File: src/design/spi_port_defs.svh
// Offsets, field positions, reset values and rate counts of the serial port
`ifndef SPI_PORT_DEFS_SVH
`define SPI_PORT_DEFS_SVH

`define OFS_BUF 8'h10
`define OFS_CTRL 8'h14
`define OFS_EVT 8'h1C
`define OFS_STAT 8'h94

`define CTL_WRITE_COLLISION_FLAG 7
`define CTL_OVF 6
`define CTL_EN 5
`define CTL_CKP 4
`define STA_SMP 7
`define STA_CKE 6
`define STA_BF 0
`define EVT_FLAG 0

`define CTRL_RST 8'h00
`define STAT_RST 8'h00

`define MODE_M4 4'h0
`define MODE_M16 4'h1
`define MODE_M64 4'h2
`define MODE_MTMR 4'h3
`define MODE_SL_SS 4'h4
`define MODE_SL_FREE 4'h5

`define HALF_M4 6'h02
`define HALF_M16 6'h08
`define HALF_M64 6'h20
`define HALF_LAST 5'h10
`define BIT_LAST 3'h7

`endif

File: src/design/spi_port_pkg.sv
// Types shared by the serial port modules
package spi_port_pkg;
  typedef enum logic [1:0] {KIND_OFF, KIND_MASTER, KIND_SLAVE_SS, KIND_SLAVE_FREE} port_kind_e;
  typedef enum logic {ST_IDLE, ST_SHIFT} xfer_state_e;
endpackage

File: src/design/spi_port.sv
// Byte-wide serial port, master or slave, with APB register access
//
// Register access over APB is this design's own decision.
`timescale 1ns/1ns
`include "spi_port_defs.svh"

// Functional notes
// Write during shifting sets sticky write collision
// Slave byte into full buffer: overflow, byte lost
// Master mode never sets receive overflow
// Enable hands pins to port, else GPIO
// Idle clock level follows clock idle bit
// Master codes 0-3 select four clock rates
// Codes 4 and 5 select slave modes
// Other mode codes are not SPI configurations
// Shift eight bits, MSb first, both directions
// Eighth bit: load buffer, set full, flag
// Receive path double-buffered behind shifter
// Colliding buffer write is dropped entirely
// Buffer read clears buffer full
// Software reads buffer after every transfer
// Reconfigure only with port disabled
// Software sets pin directions per mode
// Launch on one edge, capture on other
// Master write starts clock immediately
// Master with output off still receives
// Edge select one: data before first edge
// Slave shifts on external clock, flags
// Slave byte completion raises wake event
// Sample phase picks middle or end capture; slave modes ignore it and always capture mid-bit
// Edge select picks launch clock transition
// Select high or disable: float, counter zero
module spi_port (
  input wire logic SYS_CLK,
  input wire logic RST_N,
  input wire logic PSEL,
  input wire logic PENABLE,
  input wire logic PWRITE,
  input wire logic [7:0] PADDR,
  input wire logic [31:0] PWDATA,
  output logic [31:0] PRDATA,
  output logic PREADY,
  output logic PSLVERR,
  input wire logic SCK_I,
  output logic SCK_O,
  output logic SCK_OE,
  input wire logic SDI_I,
  output logic SDO_O,
  output logic SDO_OE,
  input wire logic SS_N_I,
  input wire logic GPIO_SCK_O,
  input wire logic GPIO_SCK_OE,
  input wire logic GPIO_SDO_O,
  input wire logic GPIO_SDO_OE,
  input wire logic SDO_DIR_OUT,
  input wire logic TIMER_TICK,
  output logic PORT_FLAG,
  output logic WAKE_EVENT
);
  import spi_port_pkg::*;

  function automatic port_kind_e mode_kind(input logic [3:0] m);
    unique case (m)
      `MODE_M4, `MODE_M16, `MODE_M64, `MODE_MTMR: mode_kind = KIND_MASTER;
      `MODE_SL_SS: mode_kind = KIND_SLAVE_SS;
      `MODE_SL_FREE: mode_kind = KIND_SLAVE_FREE;
      default: mode_kind = KIND_OFF;
    endcase
  endfunction

  ////////////////////////////////////////////////////////////////////////////
  // Bus decode

  logic acc, wr, rd, hit_buf, hit_ctrl, hit_stat, hit_evt, mapped;
  logic buf_wr, buf_rd;

  assign acc = PSEL && PENABLE;
  assign wr = acc && PWRITE;
  assign rd = acc && !PWRITE;
  assign hit_buf = (PADDR == `OFS_BUF);
  assign hit_ctrl = (PADDR == `OFS_CTRL);
  assign hit_stat = (PADDR == `OFS_STAT);
  assign hit_evt = (PADDR == `OFS_EVT);
  assign mapped = hit_buf || hit_ctrl || hit_stat || hit_evt;
  assign buf_wr = wr && hit_buf;
  assign buf_rd = rd && hit_buf;

  ////////////////////////////////////////////////////////////////////////////
  // Configuration

  logic port_enable, clock_idle_level, input_sample_phase, edge_sel;
  logic [3:0] port_mode_field;
  logic next_port_enable, next_clock_idle_level, next_input_sample_phase, next_edge_sel;
  logic [3:0] next_port_mode_field;

  always_comb begin
    next_port_enable = port_enable;
    next_clock_idle_level = clock_idle_level;
    next_port_mode_field = port_mode_field;
    next_input_sample_phase = input_sample_phase;
    next_edge_sel = edge_sel;
    if (wr && hit_ctrl) begin
      next_port_enable = PWDATA[`CTL_EN];
      next_clock_idle_level = PWDATA[`CTL_CKP];
      next_port_mode_field = PWDATA[3:0];
    end
    if (wr && hit_stat) begin
      next_input_sample_phase = PWDATA[`STA_SMP];
      next_edge_sel = PWDATA[`STA_CKE];
    end
  end

  always_ff @(posedge SYS_CLK or negedge RST_N) begin
    if (!RST_N) begin
      port_enable <= 1'((`CTRL_RST >> `CTL_EN));
      clock_idle_level <= 1'b0;
      port_mode_field <= 4'h0;
      input_sample_phase <= 1'b0;
      edge_sel <= 1'b0;
    end else begin
      port_enable <= next_port_enable;
      clock_idle_level <= next_clock_idle_level;
      port_mode_field <= next_port_mode_field;
      input_sample_phase <= next_input_sample_phase;
      edge_sel <= next_edge_sel;
    end
  end

  ////////////////////////////////////////////////////////////////////////////
  // Pin synchronisers and rate generator

  logic sck_s, sdi_s, ss_act_s, half_tick;
  port_kind_e kind;
  logic is_master, is_slave, slave_ss, slave_on, busy;
  xfer_state_e st, next_st;

  // Select is inverted before the first stage so reset means deselected
  sync2 u_sync (
    .clk(SYS_CLK),
    .rst_n(RST_N),
    .d({SCK_I, SDI_I, !SS_N_I}),
    .q({sck_s, sdi_s, ss_act_s})
  );

  rate_tick u_rate (
    .clk(SYS_CLK),
    .rst_n(RST_N),
    .run(st == ST_SHIFT),
    .rate(port_mode_field[1:0]),
    .timer_tick(TIMER_TICK),
    .half_tick(half_tick)
  );

  assign kind = port_enable ? mode_kind(port_mode_field) : KIND_OFF;
  assign is_master = (kind == KIND_MASTER);
  assign is_slave = (kind == KIND_SLAVE_SS) || (kind == KIND_SLAVE_FREE);
  assign slave_ss = (kind == KIND_SLAVE_SS);
  assign slave_on = (kind == KIND_SLAVE_FREE) || (slave_ss && ss_act_s);

  ////////////////////////////////////////////////////////////////////////////
  // Shift engine, buffer and status

  logic [4:0] half, next_half;
  logic [2:0] bit_cnt, next_bit_cnt;
  logic [7:0] tx, next_tx, rx, next_rx, xbuf, next_xbuf, rx_fin;
  logic out_bit, next_out_bit, sck_lvl, next_sck_lvl, sck_prev;
  logic bf, next_bf, write_collision_flag, next_write_collision_flag, ovf, next_ovf, pflag, next_pflag;
  logic wake, next_wake, done, lead, trail, cap, launch;
  logic [1:0] cap_d, next_cap_d, end_d, next_end_d;
  logic m_cap, m_end;
  logic [7:0] rx_new;

  assign busy = (st == ST_SHIFT) || (bit_cnt != 3'h0) || (end_d != 2'b00);
  assign lead = (sck_s != sck_prev) && (sck_s != clock_idle_level);
  assign trail = (sck_s != sck_prev) && (sck_s == clock_idle_level);

  always_comb begin
    next_st = st;
    next_half = half;
    next_bit_cnt = bit_cnt;
    next_tx = tx;
    next_rx = rx;
    next_xbuf = xbuf;
    next_out_bit = out_bit;
    next_sck_lvl = sck_lvl;
    next_bf = bf;
    next_write_collision_flag = write_collision_flag;
    next_ovf = ovf;
    next_pflag = pflag;
    next_wake = 1'b0;
    done = 1'b0;
    cap = 1'b0;
    launch = 1'b0;
    m_cap = 1'b0;
    m_end = 1'b0;
    next_cap_d = 2'b00;
    next_end_d = 2'b00;
    rx_fin = {rx[6:0], sdi_s};
    rx_new = rx;
    if (wr && hit_ctrl) begin
      next_write_collision_flag = PWDATA[`CTL_WRITE_COLLISION_FLAG];
      next_ovf = PWDATA[`CTL_OVF];
    end
    if (wr && hit_evt && PWDATA[`EVT_FLAG]) begin
      next_pflag = 1'b0;
    end
    if (buf_rd) begin
      next_bf = 1'b0;
    end
    if (kind == KIND_OFF) begin
      // Disable aborts any transfer and clears the bit position
      next_st = ST_IDLE;
      next_half = 5'h00;
      next_bit_cnt = 3'h0;
      next_sck_lvl = clock_idle_level;
    end else begin
      if (buf_wr) begin
        if (busy) begin
          next_write_collision_flag = 1'b1;
        end else begin
          next_xbuf = PWDATA[7:0];
          next_tx = edge_sel ? {PWDATA[6:0], 1'b0} : PWDATA[7:0];
          next_out_bit = PWDATA[7];
          next_rx = 8'h00;
          if (is_master) begin
            next_st = ST_SHIFT;
            next_half = 5'h00;
          end
        end
      end
      if (is_master) begin
        if (st == ST_IDLE) begin
          next_sck_lvl = clock_idle_level;
        end else if (half_tick) begin
          launch = (half != `HALF_LAST) && !(half[0] ^ edge_sel);
          if (input_sample_phase) begin
            m_cap = (half != 5'h00) && !(half[0] ^ edge_sel);
          end else begin
            m_cap = (half != `HALF_LAST) && (half[0] ^ edge_sel);
          end
          if (half != `HALF_LAST) begin
            next_sck_lvl = !sck_lvl;
            next_half = 5'(half + 5'h01);
          end else begin
            m_end = 1'b1;
            next_st = ST_IDLE;
            next_half = 5'h00;
          end
        end
        // The synchronised input lags the pin by two clocks, so capture and
        // completion trail the clock edges by the same two clocks
        next_cap_d = {cap_d[0], m_cap};
        next_end_d = {end_d[0], m_end};
        cap = cap_d[1];
        done = end_d[1];
      end else if (is_slave) begin
        if (!slave_on) begin
          next_bit_cnt = 3'h0;
        end else begin
          // Sample phase is ignored here: slave always captures mid-bit
          launch = edge_sel ? trail : lead;
          cap = edge_sel ? lead : trail;
          if (cap) begin
            next_bit_cnt = 3'(bit_cnt + 3'h1);
            if (bit_cnt == `BIT_LAST) begin
              done = 1'b1;
              next_bit_cnt = 3'h0;
              next_wake = 1'b1;
            end
          end
        end
      end
      if (launch) begin
        next_out_bit = tx[7];
        next_tx = {tx[6:0], 1'b0};
      end
      rx_new = cap ? rx_fin : rx;
      if (cap) begin
        next_rx = rx_fin;
      end
      if (done) begin
        next_pflag = 1'b1;
        if (is_slave && bf && !buf_rd) begin
          next_ovf = 1'b1;
        end else begin
          next_xbuf = rx_new;
          next_bf = 1'b1;
        end
      end
    end
  end

  always_ff @(posedge SYS_CLK or negedge RST_N) begin
    if (!RST_N) begin
      st <= ST_IDLE;
      half <= 5'h00;
      bit_cnt <= 3'h0;
      tx <= 8'h00;
      rx <= 8'h00;
      xbuf <= 8'h00;
      out_bit <= 1'b0;
      sck_lvl <= 1'b0;
      sck_prev <= 1'b0;
      bf <= 1'b0;
      write_collision_flag <= 1'b0;
      ovf <= 1'b0;
      pflag <= 1'b0;
      wake <= 1'b0;
      cap_d <= 2'b00;
      end_d <= 2'b00;
    end else begin
      st <= next_st;
      half <= next_half;
      bit_cnt <= next_bit_cnt;
      tx <= next_tx;
      rx <= next_rx;
      xbuf <= next_xbuf;
      out_bit <= next_out_bit;
      sck_lvl <= next_sck_lvl;
      sck_prev <= sck_s;
      bf <= next_bf;
      write_collision_flag <= next_write_collision_flag;
      ovf <= next_ovf;
      pflag <= next_pflag;
      wake <= next_wake;
      cap_d <= next_cap_d;
      end_d <= next_end_d;
    end
  end

  ////////////////////////////////////////////////////////////////////////////
  // Read data is captured in the setup cycle so the access cycle can end at once

  logic [31:0] rdata, next_rdata;
  logic perr, next_perr;

  always_comb begin
    next_rdata = rdata;
    next_perr = perr;
    if (PSEL && !PENABLE) begin
      next_perr = !mapped;
      next_rdata = 32'h0000_0000;
      if (hit_buf) next_rdata = {24'h00_0000, xbuf};
      if (hit_ctrl) next_rdata = {24'h00_0000, write_collision_flag, ovf, port_enable, clock_idle_level,
                                  port_mode_field};
      if (hit_stat) next_rdata = {24'h00_0000, input_sample_phase, edge_sel, 5'h00, bf};
      if (hit_evt) next_rdata = {31'h0000_0000, pflag};
    end
  end

  always_ff @(posedge SYS_CLK or negedge RST_N) begin
    if (!RST_N) begin
      rdata <= 32'h0000_0000;
      perr <= 1'b0;
    end else begin
      rdata <= next_rdata;
      perr <= next_perr;
    end
  end

  assign PRDATA = rdata;
  assign PSLVERR = perr && acc;
  assign PREADY = PENABLE;

  ////////////////////////////////////////////////////////////////////////////
  // Pins: with the port off, the general I/O drivers own them

  assign SCK_O = port_enable ? sck_lvl : GPIO_SCK_O;
  assign SCK_OE = port_enable ? is_master : GPIO_SCK_OE;
  assign SDO_O = port_enable ? out_bit : GPIO_SDO_O;
  // Slave with select control floats the data line while deselected
  assign SDO_OE = port_enable ? (SDO_DIR_OUT && (is_master || (kind == KIND_SLAVE_FREE)
                  || (slave_ss && ss_act_s))) : GPIO_SDO_OE;
  assign PORT_FLAG = pflag;
  assign WAKE_EVENT = wake;
endmodule

File: src/design/sync2.sv
// Two-stage synchroniser for the serial port input pins
`timescale 1ns/1ns
module sync2 (
  input wire logic clk,
  input wire logic rst_n,
  input wire logic [2:0] d,
  output logic [2:0] q
);
  logic [2:0] meta;

  always_ff @(posedge clk or negedge rst_n) begin
    if (!rst_n) begin
      meta <= 3'h0;
      q <= 3'h0;
    end else begin
      meta <= d;
      q <= meta;
    end
  end
endmodule

File: src/design/rate_tick.sv
// Half-period tick generator for the master serial clock
`timescale 1ns/1ns
`include "spi_port_defs.svh"
module rate_tick (
  input wire logic clk,
  input wire logic rst_n,
  input wire logic run,
  input wire logic [1:0] rate,
  input wire logic timer_tick,
  output logic half_tick
);
  logic [5:0] cnt;
  logic [5:0] next_cnt;
  logic [5:0] half_len;
  logic div_tick;

  always_comb begin
    unique case (rate)
      2'h0: half_len = `HALF_M4;
      2'h1: half_len = `HALF_M16;
      2'h2: half_len = `HALF_M64;
      2'h3: half_len = `HALF_M64;
    endcase
    div_tick = (cnt == 6'(half_len - 6'h01));
    next_cnt = cnt;
    if (!run || div_tick) begin
      next_cnt = 6'h00;
    end else begin
      next_cnt = 6'(cnt + 6'h01);
    end
    // Timer output divided by two: each timer pulse is one half period
    half_tick = run && ((rate == 2'h3) ? timer_tick : div_tick);
  end

  always_ff @(posedge clk or negedge rst_n) begin
    if (!rst_n) begin
      cnt <= 6'h00;
    end else begin
      cnt <= next_cnt;
    end
  end
endmodule

File: config.mk
export PLATFORM = sky130hd
export DESIGN_NAME = spi_port
export DESIGN_NICKNAME = d
export VERILOG_FILES = /design/src/design/spi_port_pkg.sv /design/src/design/spi_port.sv /design/src/design/sync2.sv /design/src/design/rate_tick.sv
export VERILOG_INCLUDE_DIRS = /design/src /design/src/design
export SDC_FILE = /design/constraint.sdc
export NUM_CORES = 1
export LEC_CHECK = 0
export BUFFER_PORTS_ARGS = -buffer_cell sky130_fd_sc_hd__buf_2
export CAP_MARGIN = 20
export CORE_UTILIZATION = 59
export CTS_CLUSTER_SIZE = 12
export DETAILED_ROUTE_END_ITERATION = 6
export GPL_ROUTABILITY_DRIVEN = 1
export PLACE_DENSITY = 0.87
export SETUP_SLACK_MARGIN = 0.15
export SLEW_MARGIN = 5
export SYNTH_ARGS = -nofsm -noshare
export SYNTH_HDL_FRONTEND = slang
export SYNTH_HIERARCHICAL = 1
export SYNTH_SLANG_ARGS = --single-unit
export TNS_END_PERCENT = 1
File: constraint.sdc
create_clock -name SYS_CLK -period 4 [get_ports SYS_CLK]
set_input_delay 0.6 -clock SYS_CLK [delete_from_list [all_inputs] [get_ports SYS_CLK]]
set_output_delay 0.6 -clock SYS_CLK [all_outputs]
set_load 0.01 [all_outputs]
# Yosys cells after proc, flatten, opt, wreduce, memory -nomap -nowiden
# Index checks and enable logic that the tools add are counted.
# classes
addsub	4
mul	0
n_div	0
order_cmp	0
n_eq_ne	27
shift	0
muxes	100
bitwise	2
n_reduce_logical	55
# op_table
op	count
$mux W8	13
$mux W32	3
$mux W1	62
$mux W5	8
$eq A8 B5 Y1 const B	3
$logic_and A1 B1 Y1	21
$mux W3	6
$pmux W6 S3	1
$reduce_and A3 Y1	4
$logic_or A1 B1 Y1	10
$mux W2	5
$reduce_bool A2 Y1	5
$eq A2 B2 Y1 const B	4
$eq A4 B2 Y1 const B	2
$eq A4 B3 Y1 const B	2
$eq A8 B8 Y1 const B	1
$logic_not A1 Y1	8
$add A6 B1 Y6 const B	1
$eq A6 B6 Y1	1
$mux W6	1
$ne A2 B1 Y1 const B	3
$ne A3 B1 Y1 const B	2
$pmux W2 S3	1
$sub A6 B1 Y6 const B	1
other kinds (17)	20
# word_totals
register_bits	98
latch_bits	0
ramBits	0
mem_bits_ro	0
output_inout_bits	40
memories	0

# Logic depth before layout (Yosys ltp)
# logic_depth
word_depth	14
ltp_mapped	10

# Modules after synthesis
# Netlist, hierarchy kept.
# by_module_without_submodules
module	instances	cells_each	area_per_inst_um2	seq_area_each_um2
spi_port	1	345	3628.5	1551.5
rate_tick	1	36	376.6	150.1
sync2	1	6	150.1	150.1

# Least setup slack after synthesis
# No wires, ideal clock.
# synth_path
path_type	register to register
start	register u_rate.cnt[2]
end	register out_bit
setup_time_ns	0.125
t_arrival_ns	2.315
required_time_ns	3.875
path_slack_ns	1.560
stages_incl_launch_ff	11
cell_sequence	dfrtp_1 > buf_2 > nand3_2 > o22ai_2 > a41o_1 > and2_1 > nor3b_4 > a22oi_1 > buf_6 > a21oi_4 > mux2_2
# synth_via
elab_chain_cells	9
elab_cells_between_ends	11
classes_between	2 x eq/ne; 6 x mux; 3 x reduce/logical
# synth_lines
element	line_no	source
start, declared	rate_tick.sv:12	logic [5:0] cnt;
start signal, assigned	rate_tick.sv:39	cnt <= next_cnt;
$eq A6 B6 Y1 *	rate_tick.sv:24	div_tick = (cnt == 6'(half_len - 6'h01));
$mux W1 *	rate_tick.sv:32	half_tick = run && ((rate == 2'h3) ? timer_tick : div_tick);
$logic_and A1 B1 Y1 *	rate_tick.sv:32	
net half_tick	spi_port.sv:132	logic sck_s, sdi_s, ss_act_s, half_tick;
$mux W1 *	spi_port.sv:234	end else if (half_tick) begin
$mux W1 *	spi_port.sv:232	if (st == ST_IDLE) begin
$mux W1 *	spi_port.sv:231	if (is_master) begin
$mux W1 *	spi_port.sv:210	if (kind == KIND_OFF) begin
$ne A2 B1 Y1 (no source line) or $reduce_bool A2 Y1 (tied branches)	--	
$reduce_and A3 Y1 (no source line)	--	
end signal, assigned	spi_port.sv:318	out_bit <= next_out_bit;
end, declared	spi_port.sv:166	logic out_bit, next_out_bit, sck_lvl, next_sck_lvl, sck_prev;
# Mark *: on every way through the listed nets, which the timed path passes. The rest lies on a longest branch. The select of a mux whose other input is x is not followed.
# A chain may end at the register's enable or synchronous reset.

# Worst setup path after layout
# layout_path
start	register edge_sel
end	register rx[2]
# layout_via
elab_chain_cells	7
elab_cells_between_ends	9
classes_between	1 x eq/ne; 6 x mux; 2 x reduce/logical
# layout_lines
element	line_no	source
start, declared	spi_port.sv:91	logic port_enable, clock_idle_level, input_sample_phase, edge_sel;
start signal, assigned	spi_port.sv:125	edge_sel <= next_edge_sel;
$mux W1 *	spi_port.sv:262	cap = edge_sel ? lead : trail;
$mux W1 *	spi_port.sv:257	if (!slave_on) begin
$mux W1 *	spi_port.sv:256	end else if (is_slave) begin
$mux W1 *	spi_port.sv:231	
$mux W1 *	spi_port.sv:210	
$ne A2 B1 Y1 (no source line) or $reduce_bool A2 Y1 (tied branches)	--	
$reduce_and A3 Y1 (no source line)	--	
end signal, assigned	spi_port.sv:316	rx <= next_rx;
end, declared	spi_port.sv:165	logic [7:0] tx, next_tx, rx, next_rx, xbuf, next_xbuf, rx_fin;
# Every way passes the cells marked *; elsewhere a longest branch is shown, timed or not. The select of a mux whose other input is x is not followed.

==> metrics <==
FF/Latch Area=1850 µm²; Synthesis Warnings=6; clock sinks=74; clk root buf=clkbuf_8; Max-Cap Viols=0; TritonCTS Buffers=9; Synth Instances=387; RSZ-0062 raised after global routing=no; Critical Path AT=3330 ps; Mean Syn Cell Area=10.7 µm²; cell area after synthesis=4160 µm²; GP Congestion=0.817; post_cts resized=0; final core utilization=0.666; vias per cell=6.04; starting density of the core=0.612; Rows=30; Setup CP Type=reg2reg; Die X-Extent=85.9 µm; fill count=499; worst skew pair latency=350 ps; Seq/Total Area, Yosys=0.446; H-tree levels=3; layout cells sized above 1=0.273; Nets=491; Area contributors post-synth=dfrtp_1 (45%), mux2_2 (6.5%), buf_4 (4.5%); I/O Buffers=45; nature of the critical path endpoint=flip-flop; worst path required time=4240 ps; clock transition at the registers of the reported paths=100 ps; Yosys top cell area share=0.446; Max-slew headroom=0.381; vias in the first global route=2978; first-pass GRT wire length=14.5 mm; area growth from synthesis to layout=8.88%; top post-synthesis cells by count=dfrtp_1 (74), buf_4 (25), mux2_2 (24), nand2_1 (24), a22o_1 (20); diodes inserted=0; Final Max Slew Viols=0; DRC viols=0; status=finished clean; buffer depth of the longest clock path=2; Netlist cell types=71; Core Box Area=6790 µm²; postcts setup bufs=0; Max Clock Freq=0.324 GHz; largest net degree at the start of global routing=33; largest area contributor in the netlist=dfrtp_1; initial DRC count=299; CP Max Fanout=17; Die Area=7380 µm²; Pre-antenna DRT Iters=5; placed cells=516; CTS Hold Bufs=0; drt wl/cell=17.0 µm; worst hold path class=in2async; initial antenna violation count=0; die height=85.9 µm; final setup vio count=0; Worst-Margin Slew=902 ps; Tot Pwr=1.39 mW; GRT Overall Usage=0.255; Final Cycle Share=0.773; WL final=9.05 mm; Multi-input gate area=2030 µm²; main flop type after synthesis=dfrtp_1; Via Count=3215; Final Skew=18.6 ps; Peak VDD IR=0.000193 V; crit path time final=3090 ps; final hold vios=0; flops & latches, synth=74; hpwl dp=6.60 mm; Power Dens Cells=307 nW/µm²; Ports=94; ys async rst share=1.00; Post-synth EDFFs=0; leakage power figure=2.10 nW; post-route insts no fill=532; Routed Antenna Nets=0; Critical Path Source Type=flip-flop; top-count cell post-synth=dfrtp_1; TNS Setup=0 ps; grt ovf=0; CTS tree=yes
==> worst max-delay path: stages (launching register included) <==
cell and delay, ps:
dfrtp_1 710, xor2_1 320, mux2i_1 800, a21o_1 540, o21ai_1 320, a22o_1 280
==> metrics by stage <==
stage	setup WS, ps	hold WS [ps]	cell area [µm²]
after global placement	1070	332	4340
after floorplan	1560	304	4240
after CTS	958	310	4520
after global routing	713	336	4520
final	910	294	4520
after detailed placement	1010	336	4340
==> layer usage <==
metal,global-route usage,vias to the layer above,wire length (µm)
met5,0,-,0
met4,0.0909,0,144
met3,0.0375,16,595
met2,0.415,129,4330
met1,0.350,1570,3990
li1,-,1500,-
==> power breakdown <==
part | internal [mW] | total, mW | switching (mW)
Clock | 0.235 | 0.542 | 0.307
Sequential | 0.754 | 0.761 | 0.00629
Combinational | 0.0294 | 0.0865 | 0.0570
==> flip-flops by register name, indices dropped and copies added (netlist names), 2 cells and up <==
name and flops:
PRDATA 8, rx 8, tx 8, xbuf 8
u_rate/cnt 6, half 5, port_mode_field 4, bit_cnt 3
u_sync/meta 3, u_sync/q 3, cap_d 2, end_d 2
==> logic make-up (layout without fill, tap and decap cells) <==
group,Yosys count,in the layout,share of synthesized area
AND/OR/NAND/NOR,102,102,0.149
other,1,24,0.000902
multiplexers,37,37,0.0964
XOR/XNOR,5,5,0.0105
adder cells (fa/ha/maj),6,6,0.0181
flip-flops,74,74,0.446
buffers and inverters,60,86,0.0870
AO/OA/AOI/OAI,102,102,0.192
==> path summary, 6_finish.rpt <==
| check | from | to | slack (ps) | cells after the start |
|---|---|---|---|---|
| max | edge_sel | rx[2] | 910 | 5 |
| min | RST_N | u_rate/cnt[4] | 290 | 1 |
| max reg2reg | edge_sel | rx[2] | 910 | 5 |
| min reg2reg | u_sync/meta[2] | u_sync/q[2] | 350 | 0 |
| max in group asynchronous | RST_N | rx[7] | 2860 | 2 |
| min in group SYS_CLK | SDI_I | u_sync/meta[1] | 350 | 1 |
==> placed cells by master (no fill, tap or decap), types with 3 or more instances in the layout <==
cell type   n
dfrtp_1    74
buf_2      45
nand2_1    24
mux2_2     24
conb_1     24
a22o_1     20
inv_1      19
nor3_1     14
o21ai_0    14
mux2i_1    13
nand3_1    10
a21oi_1     9
nor2_1      9
a22oi_1     9
o2111ai_1   9
clkbuf_8    9
o221a_2     8
and2_1      6
ha_1        6
buf_4       6
and3_1      5
a31oi_1     5
a211oi_1    5
a21o_1      4
inv_6       4
and4bb_2    3
nor3b_1     3
xor2_1      3
==> area by class of cell <==
type / count / area share
clock buffers: 9 / 0.0274
clock inverters: 7 / 0.0130
inverters: 19 / 0.0158
multi-input cells: 276 / 0.448
flip-flops and latches: 74 / 0.409
well taps: 96 / 0.0265
repair buffers: 51 / 0.0597
(Power assumes the default switching activity.)
